## config.mk

```make
export PLATFORM = sky130hd
export DESIGN_NAME = acpc_regs
export DESIGN_NICKNAME = d
export VERILOG_FILES = /design/src/shared/acpc_pkg.sv /design/src/shared/acpc_ptr_if.sv /design/src/hdl/acpc_regs.sv /design/src/hdl/acpc_ptr_mon.sv
export SDC_FILE = /design/constraint.sdc
export NUM_CORES = 1
export LEC_CHECK = 0
export BUFFER_PORTS_ARGS = -buffer_cell sky130_fd_sc_hd__buf_2
export CORE_MARGIN = 2
export CORE_UTILIZATION = 55
export DETAILED_ROUTE_END_ITERATION = 10
export GPL_ROUTABILITY_DRIVEN = 0
export PLACE_DENSITY = 0.83
export SLEW_MARGIN = 25
export SYNTH_ARGS = -nofsm -noshare
export SYNTH_HDL_FRONTEND = slang
export SYNTH_SLANG_ARGS = --single-unit
```

## constraint.sdc

```tcl
create_clock -name sys_clk -period 2.7 [get_ports sys_clk]
set_clock_uncertainty 0.15 [all_clocks]
set_input_delay 0 -clock sys_clk [delete_from_list [all_inputs] [get_ports sys_clk]]
set_output_delay 0 -clock sys_clk [all_outputs]
set_load 0.01 [all_outputs]
```

## src/shared/acpc_pkg.sv

```systemverilog
package acpc_pkg;

    localparam int REG_AW = 8;
    localparam int REG_DW = 8;
    localparam int PTR_W = 8;
    localparam int PAT_WORDS = 8;
    localparam int PAT_IDX_W = 3;
    localparam int ALARM_W = 7;

    // register offsets
    localparam logic [REG_AW-1:0] ADDR_ALARM_PIN_MASK = 8'h06;
    localparam logic [REG_AW-1:0] ADDR_ALARM_STATUS_FLAGS = 8'h07;
    localparam logic [REG_AW-1:0] ADDR_PATTERN_FAIL_BITS = 8'h08;
    localparam logic [REG_AW-1:0] ADDR_PATTERN_WORD_ZERO = 8'h09;
    localparam logic [REG_AW-1:0] ADDR_PATTERN_WORD_ONE = 8'h0a;
    localparam logic [REG_AW-1:0] ADDR_PATTERN_WORD_TWO = 8'h0b;

    // reset values
    localparam logic [ALARM_W-1:0] RST_ALARM_PIN_MASK = 7'h00;
    localparam logic [ALARM_W-1:0] RST_ALARM_STATUS_FLAGS = 7'h00;
    localparam logic [REG_DW-1:0] RST_PATTERN_FAIL_BITS = 8'h00;
    localparam logic [REG_DW-1:0] RST_PATTERN_WORD_ZERO = 8'h7a;
    localparam logic [REG_DW-1:0] RST_PATTERN_WORD_ONE = 8'hb6;
    localparam logic [REG_DW-1:0] RST_PATTERN_WORD_TWO = 8'hea;

    // alarm bit positions, shared by mask and status
    localparam int BIT_ZERO_PTR = 6;
    localparam int BIT_COLLISION = 5;
    localparam int BIT_PATTERN = 3;
    localparam int BIT_TWO_APART = 1;
    localparam int BIT_ONE_APART = 0;
    localparam logic [ALARM_W-1:0] ALARM_USED = 7'h6b;

    // write pointer value loaded by a fifo sync event
    localparam logic [PTR_W-1:0] WR_PTR_SYNC = 8'h01;

    // consecutive good samples before auto clear
    localparam int GOOD_RUN_LEN = 64;
    localparam int GOOD_CNT_W = 7;

endpackage

```

## src/shared/acpc_ptr_if.sv

```systemverilog
`timescale 1ns/1ns
interface acpc_ptr_if;
    import acpc_pkg::*;

    logic fifoSync;
    logic wrAdvance;
    logic [PTR_W-1:0] rdPtr;
    logic [PTR_W-1:0] wrPtr;
    logic zeroPtr;
    logic collision;
    logic oneApart;
    logic twoApart;

    modport regs (output fifoSync, output wrAdvance, output rdPtr,
                  input wrPtr, input zeroPtr, input collision, input oneApart, input twoApart);
    modport mon (input fifoSync, input wrAdvance, input rdPtr,
                 output wrPtr, output zeroPtr, output collision, output oneApart, output twoApart);
endinterface

```

## src/hdl/acpc_regs.sv

```systemverilog
`timescale 1ns/1ns
module acpc_regs
    import acpc_pkg::*;
(
    // clock and reset
    input wire logic sys_clk,
    input wire logic rst,
    // register port from serial control interface
    input wire logic regWrEn,
    input wire logic regRdEn,
    input wire logic [REG_AW-1:0] regAddr,
    input wire logic [REG_DW-1:0] regWrData,
    output logic [REG_DW-1:0] regRdData,
    // control bits held elsewhere
    input wire logic patternCheckOn,
    input wire logic oneApartAlarmOn,
    input wire logic twoApartAlarmOn,
    input wire logic autoClearAfterGoodRun,
    // input data path
    input wire logic dataValid,
    input wire logic [REG_DW-1:0] dataByte,
    input wire logic [5*REG_DW-1:0] patternWordsHigh,
    // fifo pointers
    input wire logic fifoSync,
    input wire logic wrAdvance,
    input wire logic [PTR_W-1:0] rdPtr,
    output logic [PTR_W-1:0] wrPtr,
    // alarm pin
    output logic alarmOutputPin
);

    acpc_ptr_if ptr ();

    acpc_ptr_mon u_mon (
        .sys_clk(sys_clk),
        .rst(rst),
        .ptr(ptr)
    );

    assign ptr.fifoSync = fifoSync;
    assign ptr.wrAdvance = wrAdvance;
    assign ptr.rdPtr = rdPtr;
    assign wrPtr = ptr.wrPtr;

    logic [ALARM_W-1:0] alarmPinMask_q;
    logic [ALARM_W-1:0] alarmStatus_q;
    logic [ALARM_W-1:0] alarmStatus_d;
    logic [REG_DW-1:0] patternFail_q;
    logic [REG_DW-1:0] patternFail_d;
    logic [REG_DW-1:0] patternWord0_q;
    logic [REG_DW-1:0] patternWord1_q;
    logic [REG_DW-1:0] patternWord2_q;
    logic [PAT_IDX_W-1:0] patIdx_q;
    logic [GOOD_CNT_W-1:0] goodCnt_q;
    logic [REG_DW-1:0] rdData_q;
    logic alarmPin_q;
    logic [REG_DW-1:0] patternWords [PAT_WORDS];
    logic [REG_DW-1:0] patDiff;
    logic patCheck;
    logic [ALARM_W-1:0] events;
    logic autoClear;
    logic [PAT_WORDS*REG_DW-1:0] patternWordsAll;
    logic statusClear;
    logic failClear;

    // all eight pattern words side by side, word zero lowest
    assign patternWordsAll = {patternWordsHigh, patternWord2_q, patternWord1_q, patternWord0_q};

    // words three to seven come from their own registers elsewhere
    generate
        for (genvar w = 0; w < PAT_WORDS; w++) begin : g_words
            assign patternWords[w] = patternWordsAll[w*REG_DW +: REG_DW];
        end
    endgenerate

    // one comparison per valid sample while the checker runs
    assign patCheck = patternCheckOn && dataValid;
    assign patDiff = patCheck ? (dataByte ^ patternWords[patIdx_q]) : '0;

    always_comb begin
        events = '0;
        events[BIT_ZERO_PTR] = ptr.zeroPtr;
        events[BIT_COLLISION] = ptr.collision;
        events[BIT_PATTERN] = (patDiff != '0);
        events[BIT_TWO_APART] = twoApartAlarmOn && ptr.twoApart;
        events[BIT_ONE_APART] = oneApartAlarmOn && ptr.oneApart;
    end

    // pattern word sequence position, restarts while the checker is off
    always_ff @(posedge sys_clk) begin
        if (rst || !patternCheckOn) begin
            patIdx_q <= '0;
        end else if (dataValid) begin
            patIdx_q <= patIdx_q + 1'b1;
        end
    end

    // run of consecutive clean samples
    always_ff @(posedge sys_clk) begin
        if (rst || !autoClearAfterGoodRun || events != '0 || autoClear) begin
            goodCnt_q <= '0;
        end else if (dataValid) begin
            goodCnt_q <= goodCnt_q + 1'b1;
        end
    end

    assign autoClear = autoClearAfterGoodRun && dataValid && (events == '0) &&
        (goodCnt_q == GOOD_CNT_W'(GOOD_RUN_LEN - 1));

    // host write to the offset clears the whole register, whatever the data
    assign statusClear = (regWrEn && regAddr == ADDR_ALARM_STATUS_FLAGS) || autoClear;
    assign failClear = (regWrEn && regAddr == ADDR_PATTERN_FAIL_BITS) || autoClear;

    // a new event wins over a clear in the same cycle
    always_comb begin
        alarmStatus_d = statusClear ? '0 : alarmStatus_q;
        alarmStatus_d = (alarmStatus_d | events) & ALARM_USED;
    end

    always_comb begin
        patternFail_d = failClear ? '0 : patternFail_q;
        patternFail_d = patternFail_d | patDiff;
    end

    always_ff @(posedge sys_clk) begin
        if (rst) begin
            alarmStatus_q <= RST_ALARM_STATUS_FLAGS;
        end else begin
            alarmStatus_q <= alarmStatus_d;
        end
    end

    always_ff @(posedge sys_clk) begin
        if (rst) begin
            patternFail_q <= RST_PATTERN_FAIL_BITS;
        end else begin
            patternFail_q <= patternFail_d;
        end
    end

    // writable registers
    always_ff @(posedge sys_clk) begin
        if (rst) begin
            alarmPinMask_q <= RST_ALARM_PIN_MASK;
        end else if (regWrEn && regAddr == ADDR_ALARM_PIN_MASK) begin
            alarmPinMask_q <= regWrData[ALARM_W-1:0];
        end
    end

    always_ff @(posedge sys_clk) begin
        if (rst) begin
            patternWord0_q <= RST_PATTERN_WORD_ZERO;
        end else if (regWrEn && regAddr == ADDR_PATTERN_WORD_ZERO) begin
            patternWord0_q <= regWrData;
        end
    end

    always_ff @(posedge sys_clk) begin
        if (rst) begin
            patternWord1_q <= RST_PATTERN_WORD_ONE;
        end else if (regWrEn && regAddr == ADDR_PATTERN_WORD_ONE) begin
            patternWord1_q <= regWrData;
        end
    end

    always_ff @(posedge sys_clk) begin
        if (rst) begin
            patternWord2_q <= RST_PATTERN_WORD_TWO;
        end else if (regWrEn && regAddr == ADDR_PATTERN_WORD_TWO) begin
            patternWord2_q <= regWrData;
        end
    end

    // read mux, unmapped offsets read zero
    // a read in the same cycle as a write returns the old value
    always_ff @(posedge sys_clk) begin
        if (rst) begin
            rdData_q <= '0;
        end else if (regRdEn) begin
            case (regAddr)
                ADDR_ALARM_PIN_MASK: rdData_q <= {1'b0, alarmPinMask_q};
                ADDR_ALARM_STATUS_FLAGS: rdData_q <= {1'b0, alarmStatus_q};
                ADDR_PATTERN_FAIL_BITS: rdData_q <= patternFail_q;
                ADDR_PATTERN_WORD_ZERO: rdData_q <= patternWord0_q;
                ADDR_PATTERN_WORD_ONE: rdData_q <= patternWord1_q;
                ADDR_PATTERN_WORD_TWO: rdData_q <= patternWord2_q;
                default: rdData_q <= '0;
            endcase
        end
    end

    assign regRdData = rdData_q;

    // registered pin, one cycle behind the status
    always_ff @(posedge sys_clk) begin
        if (rst) begin
            alarmPin_q <= 1'b0;
        end else begin
            alarmPin_q <= |(alarmStatus_q & ~alarmPinMask_q);
        end
    end

    assign alarmOutputPin = alarmPin_q;

endmodule // acpc_regs

```

## src/hdl/acpc_ptr_mon.sv

```systemverilog
`timescale 1ns/1ns
module acpc_ptr_mon
    import acpc_pkg::*;
(
    // clock and reset
    input wire logic sys_clk,
    input wire logic rst,
    // pointer link
    acpc_ptr_if.mon ptr
);

    logic [PTR_W-1:0] wrPtr_q;
    logic [PTR_W-1:0] wrPtr_d;

    function automatic logic [PTR_W-1:0] rotUp(input logic [PTR_W-1:0] v, input int n);
        logic [2*PTR_W-1:0] dbl;
        dbl = {v, v} << n;
        return dbl[2*PTR_W-1:PTR_W];
    endfunction

    // one-hot shift; an all-zero pointer rotates into itself until sync
    always_comb begin
        wrPtr_d = wrPtr_q;
        if (ptr.fifoSync) begin
            wrPtr_d = WR_PTR_SYNC;
        end else if (ptr.wrAdvance) begin
            wrPtr_d = rotUp(wrPtr_q, 1);
        end
    end

    always_ff @(posedge sys_clk) begin
        if (rst) begin
            wrPtr_q <= WR_PTR_SYNC;
        end else begin
            wrPtr_q <= wrPtr_d;
        end
    end

    assign ptr.wrPtr = wrPtr_q;
    assign ptr.zeroPtr = (wrPtr_q == '0);
    // pointer distance tests are meaningless on an invalid pointer
    assign ptr.collision = !ptr.zeroPtr && (wrPtr_q == ptr.rdPtr);
    assign ptr.oneApart = !ptr.zeroPtr &&
        ((rotUp(wrPtr_q, 1) == ptr.rdPtr) || (rotUp(wrPtr_q, PTR_W - 1) == ptr.rdPtr));
    assign ptr.twoApart = ptr.oneApart || (!ptr.zeroPtr &&
        ((rotUp(wrPtr_q, 2) == ptr.rdPtr) || (rotUp(wrPtr_q, PTR_W - 2) == ptr.rdPtr)));

endmodule // acpc_ptr_mon

```

* After elaboration in Yosys (flattened, before gate mapping)
Index checks and enable logic that the tools add are counted.
Widths: inputs -> output; s select.
** Storage, ports and cells
- Register bits after elaboration :: 73
- Bits of input ports :: 83
- Output and inout port bits :: 17
- Word-level logic and storage cells :: 73
** Cells by class
- Add/sub/neg operators :: 2
- $lt $le $gt $ge :: 1
- Equal/unequal tests :: 12
- Muxes and demuxes :: 7
- Bitwise gates (word level) :: 6
- Reduce and logical (&&, ||, !) cells :: 33
** Operators by type and width (number)
- $pmux 8 s6 :: 1
- $eq 8x8->1 :: 5
- $eq 8x4->1 const B :: 4
- $mux 8 :: 4
- $bmux 8 s3 :: 1
- $eq 8x3->1 const B :: 2
- $logic_and 1x1->1 :: 15
- $logic_or 1x1->1 :: 9
- $logic_not 8->1 :: 1
- $or 8x8->8 :: 1
- $reduce_bool 8->1 :: 1
- $xor 8x8->8 :: 1
- $add 7x1->7 const B :: 1
- $and 7x7->7 :: 1
- $eq 7x6->1 const B :: 1
- $logic_not 7->1 :: 1
- $mux 7 :: 1
- $not 7->7 :: 1
- $or 7x7->7 :: 1
- $reduce_bool 7->1 :: 1
- $reduce_or 7->1 :: 1
- $ge 4x4->1 const B :: 1
- $not 3->4 :: 1
- $add 3x1->3 const B :: 1
- other kinds (2) :: 4

* Depth between registers and ports, before layout
Gate-level depths: netlist of the first run.
- Word-level depth :: 13
- Depth in mapped cells :: 11
- Depth with buffers taken out :: 7

* Hierarchy
A second synthesis of the first run with hierarchy kept.
** Second synthesis, totals
- Cell total of the unflattened synthesis :: 497
- Area, all modules :: 4315.4 um^2
** Modules (own cells, without submodules)
- acpc_regs :: instances 1, cells each 396, area each 3455.8 um^2, sequential area each 1261.2 um^2
- acpc_ptr_mon :: instances 1, cells each 101, area each 859.6 um^2, sequential area each 160.2 um^2

* Worst setup path before layout of the first run
Ideal clock, no wire load.
- Kind :: flip-flop to flip-flop
- Start point :: register patIdx_q[0]
- End point :: register goodCnt_q[6]
- Data arrival time :: 2.185 ns
- Data required time :: 2.488 ns
- Path slack :: 0.302 ns
- Cell stages (with the launch flop) :: 10
- Path buffers :: 2
- Clock period less this slack :: 2.398 ns
- Cells stage by stage :: dfxtp_1 > buf_6 > mux4_2 > nand2_1 > a21oi_1 > o21ai_0 > o2111ai_2 > or3_1 > buf_6 > nor2_2
** On the way
- Cells in the longest elaborated chain, start to end :: 11
- Elaborated cells on any way between the ends :: 13
- Those cells by class :: mux (4); bitwise (2); reduce/logical (7)
** RTL lines
- start, declared :: RTL line acpc_regs.sv:53 : logic [PAT_IDX_W-1:0] patIdx_q;
- start signal, assigned :: RTL line acpc_regs.sv:94 : patIdx_q <= patIdx_q + 1'b1;
- $not 3->4 (not written as such) * :: RTL line acpc_regs.sv:78 : assign patDiff = patCheck ? (dataByte ^ patternWords[patIdx_q]) : '0;
- $bmux 8 s3 * :: RTL line acpc_regs.sv:78
- $mux 8 (not written as such) * (2 in a row) :: RTL line acpc_regs.sv:78
- $xor 8x8->8 * :: RTL line acpc_regs.sv:78
- $mux 8 * :: RTL line acpc_regs.sv:78
- $reduce_bool 8->1 * :: RTL line acpc_regs.sv:84 : events[BIT_PATTERN] = (patDiff != '0);
- $logic_not 7->1 :: RTL line acpc_regs.sv:107 : assign autoClear = autoClearAfterGoodRun && dataValid && (events == '0) &&
- $logic_and 1x1->1 (2 in a row) :: RTL line acpc_regs.sv:107
- $logic_or 1x1->1 * :: RTL line acpc_regs.sv:100 : if (rst || !autoClearAfterGoodRun || events != '0 || autoClear) begin
- end signal, assigned :: RTL line acpc_regs.sv:103 : goodCnt_q <= goodCnt_q + 1'b1;
- end, declared :: RTL line acpc_regs.sv:54 : logic [GOOD_CNT_W-1:0] goodCnt_q;
Every way passes the cells marked *; elsewhere a longest branch is shown, timed or not. The select of a mux whose other input is x is not followed.
A chain may end at the register's enable or synchronous reset.

* Worst setup path in the final report of the first run
- Start point :: register patIdx_q[0]
- End point :: register goodCnt_q[2]
The elaborated chain is that of the path after synthesis.

==> results of run 1 <==
-- report_power, final --
| group | switching (uW) | total (uW) | internal, uW |
|---|---|---|---|
| Sequential | 14.4 | 1080 | 1070 |
| Combinational | 173 | 337 | 165 |
| Clock | 411 | 837 | 426 |
-- Yosys cell counts, types with 7 or more instances --
master	n	share of area
a22oi_1	9	0.015
xnor2_1	36	0.072
inv_1	20	0.017
clkbuf_1	30	0.026
o32ai_1	7	0.014
a21oi_1	19	0.022
a211o_1	16	0.032
nor2_2	8	0.011
mux2i_1	48	0.11
xor2_1	12	0.024
nor2b_1	15	0.022
dfxtp_1	71	0.33
nor2_1	56	0.048
nand2_1	25	0.022
o21ai_0	16	0.018
nand4_1	13	0.019
-- worst reg2reg max path, delay by kind of cell (launching register included) --
family	cells	cell delay [ps]
AOI/OAI and AO/OA	2	450
buffers and inverters	1	260
DFF	1	330
muxes	1	370
and+or+nand+nor	4	980
-- state kept, by name, indices dropped and copies added, names as in the netlist, 7 cells and up --
name	cells
u_mon.ptr.wrPtr	8
regRdData	8
patternWord1_q	8
goodCnt_q	7
patternWord2_q	8
alarmPinMask_q	7
patternWord0_q	8
patternFail_q	8
-- cell families after synthesis --
logic type	after synthesis
AOI/OAI and AO/OA	97
xor gates and xnor gates	48
adders and majority gates	2
buffers and inverters	64
DFF	71
muxes	59
and+or+nand+nor	158
-- what timing repair did --
item | CTS | global route
hold buffers | 20 | 0
gates cloned | 0 | 0
resized for setup | 1 | 2
endpoints found under the hold margin | 55 | 0
endpoints found under the setup margin | 7 | 16
-- layout make-up --
| type | instances | area (sq um) | share of cell area |
|---|---|---|---|
| Tap cell | 102 | 128 | 0.0242 |
| Timing Repair Buffer | 135 | 816 | 0.155 |
| Clock inverter | 7 | 71.3 | 0.0135 |
| Inverter | 20 | 75.1 | 0.0142 |
| Multi-Input combinational cell | 364 | 2640 | 0.500 |
| Clock buffer | 9 | 124 | 0.0235 |
| Sequential cell | 71 | 1420 | 0.270 |
-- worst paths after layout --
path	startpoint	endpoint	cells past startpoint
worst max-delay path	patIdx_q[0]	goodCnt_q[2]	8
worst min-delay path	regAddr[2]	regRdData[7]	5
worst max register to register	patIdx_q[0]	goodCnt_q[2]	8
worst min register to register	regRdData[7]	regRdData[7]	2
-- metal layers --
layer  GRT usage  share of wire  up-vias
li1            -              -     1972
met1       0.319           0.40     1939
met2       0.484           0.51      157
met3      0.0492          0.060       38
met4       0.110          0.031        0
met5           0              0        -
-- through the flow --
step / utilization / instances / total power [uW] / setup WS [ps]
2_1_floorplan: - / 499 / 1310 / 302
3_3_place_gp: 0.634 / 672 / 1400 / 76.9
3_5_place_dp: 0.634 / 672 / 1420 / -40.2
4_1_cts: 0.686 / 708 / 2260 / 0.391
5_1_grt: 0.686 / 708 / 2340 / 0.108
6_report: 0.686 / 708 / 2250 / 120
==> metrics.txt, run 1 <==
status finished clean; main flop type after synthesis dfxtp_1; startpoint class of the critical path flop; Worst path top cell family by delay simple AND/OR/NAND/NOR gates; main combinational cell family by area after synthesis simple AND/OR/NAND/NOR gates; final period utilization 0.955; CP Data Required Time 2840 ps; worst skew pair latency between 300 and 400 ps; RSZ-0062 raised after global routing no; leading cell type in the layout, fill and taps excluded buf_2; First-pass DRT Iterations 6; max cap viols 0; dpl hpwl 8440 um; Cells after Synth ~500; Initial Utilization 0.568; I/O pin total 100; net count after synthesis 584; CTS sink cnt between 70 and 80; die area 8660 sq um; GRT Util Overall 0.271; ANT cells 0; first-pass GRT wire length 18,700 um; largest stage delay on the critical path slightly above 500 ps; Core ar. between 7000 and 8000 sq um; Vias between 4,000 and 5,000; Compound-Gate Fraction of Synth Area 0.157; highest net fanout along the worst path 15; Residual DRC 0; Rows 32; vias in the first global route between 4,000 and 5,000; Post-Layout Inst Area approximately 5300 sq um; syn avg cell area a little under 9 sq um; Unique masters post-synth 55; pin count of the biggest net entering global routing 40; fin. max-slew vios 0; nets ~690; routed len/inst between 15 and 20 um; port bufs 99; Seq cells post-synth slightly above 70; most frequent cells in the layout 99 x buf_2, 71 x dfxtp_1, 56 x nor2_1, 48 x mux2i_1, 36 x xnor2_1; CP bufs+invs 1; final hold violation count 0; Ys Warns 0; antenna violations before repair 0; synthesized area 4360 sq um; r2r setup slk around 120 ps; H-Tree Depth 3; Arr. time, crit path roughly 2700 ps; Worst Hold Class primary input to flop; Die Height between 90 and 100 um; layout cells sized above 1 0.251; cell breakdown of the critical path buf_4 > mux2_2 > o22ai_1 > nor3_1 > o21ai_0 > nand4_2 > or3_4 > nor2_2; final wirelength ~11,000 um; vias per cell roughly 5.8; maximum clock insertion buffer count 2; Clock transition at path regs about 80 ps; adder-cell share of the synthesized area 0.00573; kind of critical path flop to flop; Fillers between 600 and 700; initial DRC count between 200 and 300; gr ovfl total 0; Slew HR 0.532; antenna-violating nets left 0; P&R area growth vs syn 20.8%; Die X slightly above 90 um; TritonCTS clock tree built; Async SR Flop Fraction 0; xor and xnor area share after synthesis 0.0963; final setup vio count 0; mux cell area share after synthesis 0.162; Period minus WS final between 2000 and 3000 ps; CP endpoint kind flop; Post-Synth Simple-Gate Area 0.182; static leakage between 0.002 and 0.0025 uW; number of flops mapped to enable cells by yosys 0; peak supply drop 343 uV; root buffer cell clkbuf_8; critical path's slowest cell or3_4; worst hold margin ~2 ps; postcts setup bufs 0; pwr dens approximately 430 nW/um^2; actual slew at the worst max-slew pin roughly 700 ps; Post-DP Area between 4000 and 5000 sq um; Fmax 0.388 GHz; post-synthesis sequential area ratio 0.326; Fin Setup TNS 0 ps; Num CTS Buffers 9
No activity file was read; power rests on OpenSTA's default activity.
==> run 2: changes to the inputs <==
- clock period: 2.7 -> 2.4 ns (I/O delays scaled with it)
==> run 2 against run 1 <==
Net effect: the run now ends with setup timing left; via count rose by 6.4%; worst setup slack got worse by 210 ps; wire length rose by 17%; fmax rose by 3.8%; critical path depth rose by 2; sequential power rose by 13%; sequential cell count did not move.
==> metrics.txt, run 2 (synthesis results as in run 1) <==
CTS sink cnt 71 (unchanged); pin count of the biggest net entering global routing 37 (-7.5%); highest net fanout along the worst path 10 (-5); Period minus WS final 2490 ps (-93.3 ps); Post-DP Area 4970 sq um (+2.0%); vias per cell 6.01 (+3.6%); leading cell type in the layout, fill and taps excluded buf_2; Post-Layout Inst Area 5570 sq um (+5.5%); I/O pin total 100 (unchanged); Residual DRC 0 (unchanged); gr ovfl total 0 (unchanged); pwr dens 444 nW/um^2 (+3.9%); Fmax 0.402 GHz (+3.8%); routed len/inst 18.2 um (+14%); dpl ws -294 ps (-254 ps); layout cells sized above 1 0.334 (+0.0836); WHS Path Cells 5 (unchanged); Core ar. 7690 sq um (unchanged); Vias 4,368 (+6.4%); area of the multi-input gates 2780 sq um (+5.4%); reg2reg path depth 10 (+2); Num CTS Buffers 9 (unchanged); port bufs 99 (unchanged); fin. max-slew vios 0 (unchanged); peak supply drop 430 uV (+25%); GRT Util Overall 0.291 (+0.0206); H-Tree Depth 3 (unchanged); kind of critical path flop to flop; initial DRC count 368 (+35%); TritonCTS clock tree built; final setup vio count 17 (+17); max cap viols 0 (unchanged); Rows 32 (unchanged); critical path's slowest cell dfxtp_2; Fillers 536 (-14%); post-route setup slack -86.3 ps (-207 ps); die area 8660 sq um (unchanged); final wirelength 13,200 um (+17%); Worst path top cell family by delay compound AO/OA/AOI/OAI gates; ANT cells 0 (unchanged); final hold violation count 0 (unchanged); Worst Hold Class primary input to flop; RSZ-0062 raised after global routing yes; static leakage 0.00221 uW (+5.8%); P&R area growth vs syn 27.5%; register area 1440 sq um (+1.3%); status complete, but fails checks; antenna violations before repair 0 (unchanged); dpl hpwl 8600 um (+1.9%); worst hold margin 16.2 ps (+14.2 ps); worst skew pair latency 360 ps (about the same); maximum clock insertion buffer count 2 (unchanged); Slew HR 0.564 (+0.0312); nets 705 (+2.8%); failing checks setup timing; actual slew at the worst max-slew pin 655 ps (-46.8 ps); root buffer cell clkbuf_8; Clock transition at path regs 70 ps (about the same); most frequent cells in the layout 99 x buf_2, 60 x dfxtp_1, 55 x nor2_1, 47 x mux2i_1, 35 x xnor2_1; CP endpoint kind flop; first-pass GRT wire length 19,800 um (+6.3%); First-pass DRT Iterations 6 (unchanged); Initial Utilization 0.568 (unchanged); Die X 93.1 um (unchanged); cell breakdown of the critical path buf_8 > buf_4 > mux2i_1 > a22oi_2 > a21oi_1 > nand3b_1 > o2111ai_4 > nor3_4 > buf_6 > o32ai_1; largest stage delay on the critical path 360 ps (-150 ps); vias in the first global route 4,227 (+3.9%); CP Data Required Time 2450 ps (-390 ps); startpoint class of the critical path flop; Die Height 93.1 um (unchanged); CP bufs+invs 3 (+2); final period utilization 1.04 (+0.0805); antenna-violating nets left 0 (unchanged); Arr. time, crit path 2530 ps (-190 ps); Levels on crit path 10 (+2)
## run 2: cell types whose count changed in the layout (fill, tap and decap cells not counted), sizes merged
cell | previous run | this run
buf | 115 | 135
dlygate4sd3 | 20 | 19
clkinv | 2 | 5
clkbuf | 9 | 11
clkinvlp | 3 | 0
inv | 21 | 20
bufinv | 1 | 0
## run 2: layout make-up
class / instances / area share
Inverter: 20 / 0.0135
Clock inverter: 5 / 0.00450
Tap cell: 102 / 0.0229
Clock buffer: 11 / 0.0236
Multi-Input combinational cell: 364 / 0.500
Sequential cell: 71 / 0.259
Timing Repair Buffer: 154 / 0.177
## run 2: final timing paths
| check | from | to | slack [ps] |
|---|---|---|---|
| max | patIdx_q[0] | patternFail_q[5] | -90 |
| min | regAddr[2] | regRdData[7] | 20 |
| max reg2reg | patIdx_q[0] | patternFail_q[5] | -90 |
| min reg2reg | regRdData[7] | regRdData[7] | 320 |
## run 2: metrics by stage
| step | cells | TNS, ps | utilization | power [uW] |
|---|---|---|---|---|
| global placement | 685 | -1810 | 0.647 | 1590 |
| finish | 727 | -461 | 0.724 | 2470 |
| floorplan | 499 | 0 | - | 1480 |
| CTS | 724 | 0 | 0.707 | 2430 |
| detailed placement | 685 | -3920 | 0.647 | 1600 |
| global route | 727 | -1450 | 0.724 | 2570 |
## run 2: worst register-to-register path, cell delays in order (launching register included)
cell       delay [ps]
dfxtp_2           360
buf_8             150
buf_4             120
mux2i_1           280
a22oi_2           140
a21oi_1           170
nand3b_1          230
o2111ai_4         190
nor3_4            260
buf_6             170
o32ai_1           110
## run 2: timing repair
item                                   in CTS  in global routing
pin swaps                                   5                 20
endpoints found under the hold margin      53                  0
hold buffers                               19                  0
resized for setup                          22                 38
setup buffers                               4                  4
setup endpoints to repair                  18                 20
## run 2: where the power goes
part | internal [uW] | leakage, uW | switching, uW
clock network | 366 | 0.0000866 | 445
logic | 217 | 0.00155 | 227
registers | 1200 | 0.000580 | 17.6
## run 2: layer usage
layer | track usage | up-vias | routed length (um)
li1 | - | 2009 | -
met1 | 0.338 | 2049 | 4990
met2 | 0.516 | 246 | 6520
met3 | 0.0564 | 64 | 1040
met4 | 0.135 | 0 | 685
met5 | 0 | - | 0
==> run 3: changes to the inputs <==
- CORE_MARGIN: 2 -> 5
==> run 3 against run 2 <==
Net effect: the flow still finishes with violations (setup timing); power up 6.8%; sequential cell count is the same; combinational power rose by 6.3%; core utilization grew 2.3 points; sequential power hardly changed; first-iteration DRC count up 10%; critical endpoint is now patternFail_q[2]; largest power group unchanged.
==> metrics.txt, run 3 (synthesis results as in run 1) <==
ANT cells 0 (unchanged); Initial Utilization 0.565 (-0.00294); Post-Layout Inst Area 5770 sq um (+3.7%); pwr dens 457 nW/um^2 (+3.0%); kind of critical path flop to flop; Slew HR 0.617 (+0.0535); fin. max-slew vios 0 (unchanged); vias per cell 6.10 (+1.5%); Post-DP Area 4990 sq um (+0.30%); Worst Hold Class primary input to flop; peak supply drop 330 uV (-23%); final setup vio count 18 (+1); failing checks setup timing; maximum clock insertion buffer count 2 (unchanged); final hold violation count 0 (unchanged); CP bufs+invs 3 (unchanged); pin count of the biggest net entering global routing 27 (-27%); final period utilization 1.03 (-0.00228); WHS Path Cells 5 (unchanged); post-route setup slack -80.9 ps (+5.48 ps); first-pass GRT wire length 20,800 um (+4.8%); vias in the first global route 4,406 (+4.2%); final wirelength 14,100 um (+6.4%); startpoint class of the critical path flop; Num CTS Buffers 9 (unchanged); R2R Path End patternFail_q[2]; CP endpoint kind flop; antenna violations before repair 0 (unchanged); initial DRC count 406 (+10%); die area 9820 sq um (+13%); Clock transition at path regs 70 ps (about the same); leading cell type in the layout, fill and taps excluded buf_2; Fmax 0.403 GHz (+0.22%); Period minus WS final 2480 ps (-5.48 ps); GRT Util Overall 0.264 (-0.0275); Arr. time, crit path 2530 ps (about the same); Die Height 99.1 um (+6.4%); Die X 99.1 um (+6.4%); I/O pin total 100 (unchanged); dpl hpwl 8910 um (+3.5%); Fillers 501 (-6.5%); critical path's slowest cell dfxtp_2; antenna-violating nets left 0 (unchanged); H-Tree Depth 3 (unchanged); actual slew at the worst max-slew pin 574 ps (-80.3 ps); r2r setup slk -80 ps (about the same); hold endpoint patternFail_q[5]; cell mode on critical path buf_6; highest net fanout along the worst path 8 (-2); port bufs 99 (unchanged); worst skew pair latency 350 ps (about the same); RSZ-0062 raised after global routing yes; TritonCTS clock tree built; nets 723 (+2.6%); Worst path top cell family by delay simple AND/OR/NAND/NOR gates; Worst Hold Launch dataByte[5]; reg2reg path depth 10 (unchanged); Core ar. 7730 sq um (+0.52%); Worst R2R Start patIdx_q[0]; total power 2640 uW (+6.8%); CP Data Required Time 2450 ps (about the same); Vias 4,544 (+4.0%); P&R area growth vs syn 32.3%; CTS sink cnt 71 (unchanged); Residual DRC 0 (unchanged); First-pass DRT Iterations 8 (+2); launch point of the worst path patIdx_q[0]; most frequent cells in the layout 99 x buf_2, 66 x dfxtp_1, 55 x nor2_1, 45 x mux2i_1, 45 x buf_4; root buffer cell clkbuf_8; cell breakdown of the critical path buf_8 > buf_6 > mux2i_4 > a22oi_1 > nand3_1 > nand3b_1 > o2111ai_4 > nor3_4 > buf_6 > o32ai_2; dpl ws -285 ps (+8.74 ps); gr ovfl total 0 (unchanged); layout cells sized above 1 0.347 (+0.0124); post-layout util 0.747 (+0.0230); routed len/inst 18.9 um (+3.9%); static leakage 0.00233 uW (+5.1%); status complete, but fails checks; largest stage delay on the critical path 340 ps (-20 ps); max cap viols 0 (unchanged); Rows 32 (unchanged)
## run 3: cell count changes in the layout (fill, tap and decap cells not counted), moves of 3 or more
cell / previous run / this run
buf_4: 30 / 45
dfxtp_1: 60 / 66
dfxtp_2: 9 / 4
o32ai_1: 7 / 3
o32ai_2: 0 / 4
buf_6: 4 / 7
## run 3: area by class of cell
cell class,instances,area [sq um],share of cell area
clock buffers,12,145,0.0251
multi-input cells,364,2820,0.488
flip-flops and latches,71,1430,0.248
inverters,20,75.1,0.0130
well taps,102,128,0.0221
clock inverters,4,45.0,0.00780
repair buffers,172,1130,0.196
## run 3: worst max-delay path by stage
stage,to,cells after the start
after CTS,patternFail_q[7],14
after global routing,alarmStatus_q[0],10
after detailed placement,goodCnt_q[6],8
after global placement,goodCnt_q[5],8
final,patternFail_q[2],10
after floorplan,goodCnt_q[6],9
## run 3: what timing repair did
action	in CTS	in global routing
endpoints found under the hold margin	58	0
buffers inserted	17	8
setup endpoints to repair	17	19
pin swaps	10	18
hold buffers	19	0
resized for setup	28	31
## run 3: power breakdown
| part | leakage, uW | total (uW) | internal (uW) | switching [uW] |
|---|---|---|---|---|
| Sequential | 0.000578 | 1220 | 1200 | 18.5 |
| Combinational | 0.00165 | 472 | 236 | 237 |
| Clock | 0.000100 | 949 | 504 | 445 |
| Total | 0.00233 | 2640 | 1940 | 701 |
## run 3: worst reg2reg max path: stages (launching register included)
cell       delay (ps)
dfxtp_2           340
buf_8             140
buf_6             140
mux2i_4           180
a22oi_1           250
nand3_1           170
nand3b_1          240
o2111ai_4         200
nor3_4            230
buf_6             180
o32ai_2           110
## run 3: per-layer routing
| metal | up-vias | GRT usage | share of wire |
|---|---|---|---|
| met3 | 89 | 0.0559 | 0.082 |
| li1 | 2056 | - | - |
| met4 | 0 | 0.152 | 0.053 |
| met5 | - | 0 | 0 |
| met1 | 2106 | 0.308 | 0.38 |
| met2 | 293 | 0.444 | 0.49 |
## run 3: through the flow
stage / TNS (ps) / std cells / hold WS [ps]
2_1_floorplan: 0 / 499 / -32.1
3_3_place_gp: -2000 / 687 / 105
3_5_place_dp: -3880 / 687 / 111
4_1_cts: 0 / 739 / 31.0
5_1_grt: -2280 / 745 / 45.9
6_report: -887 / 745 / 34.9
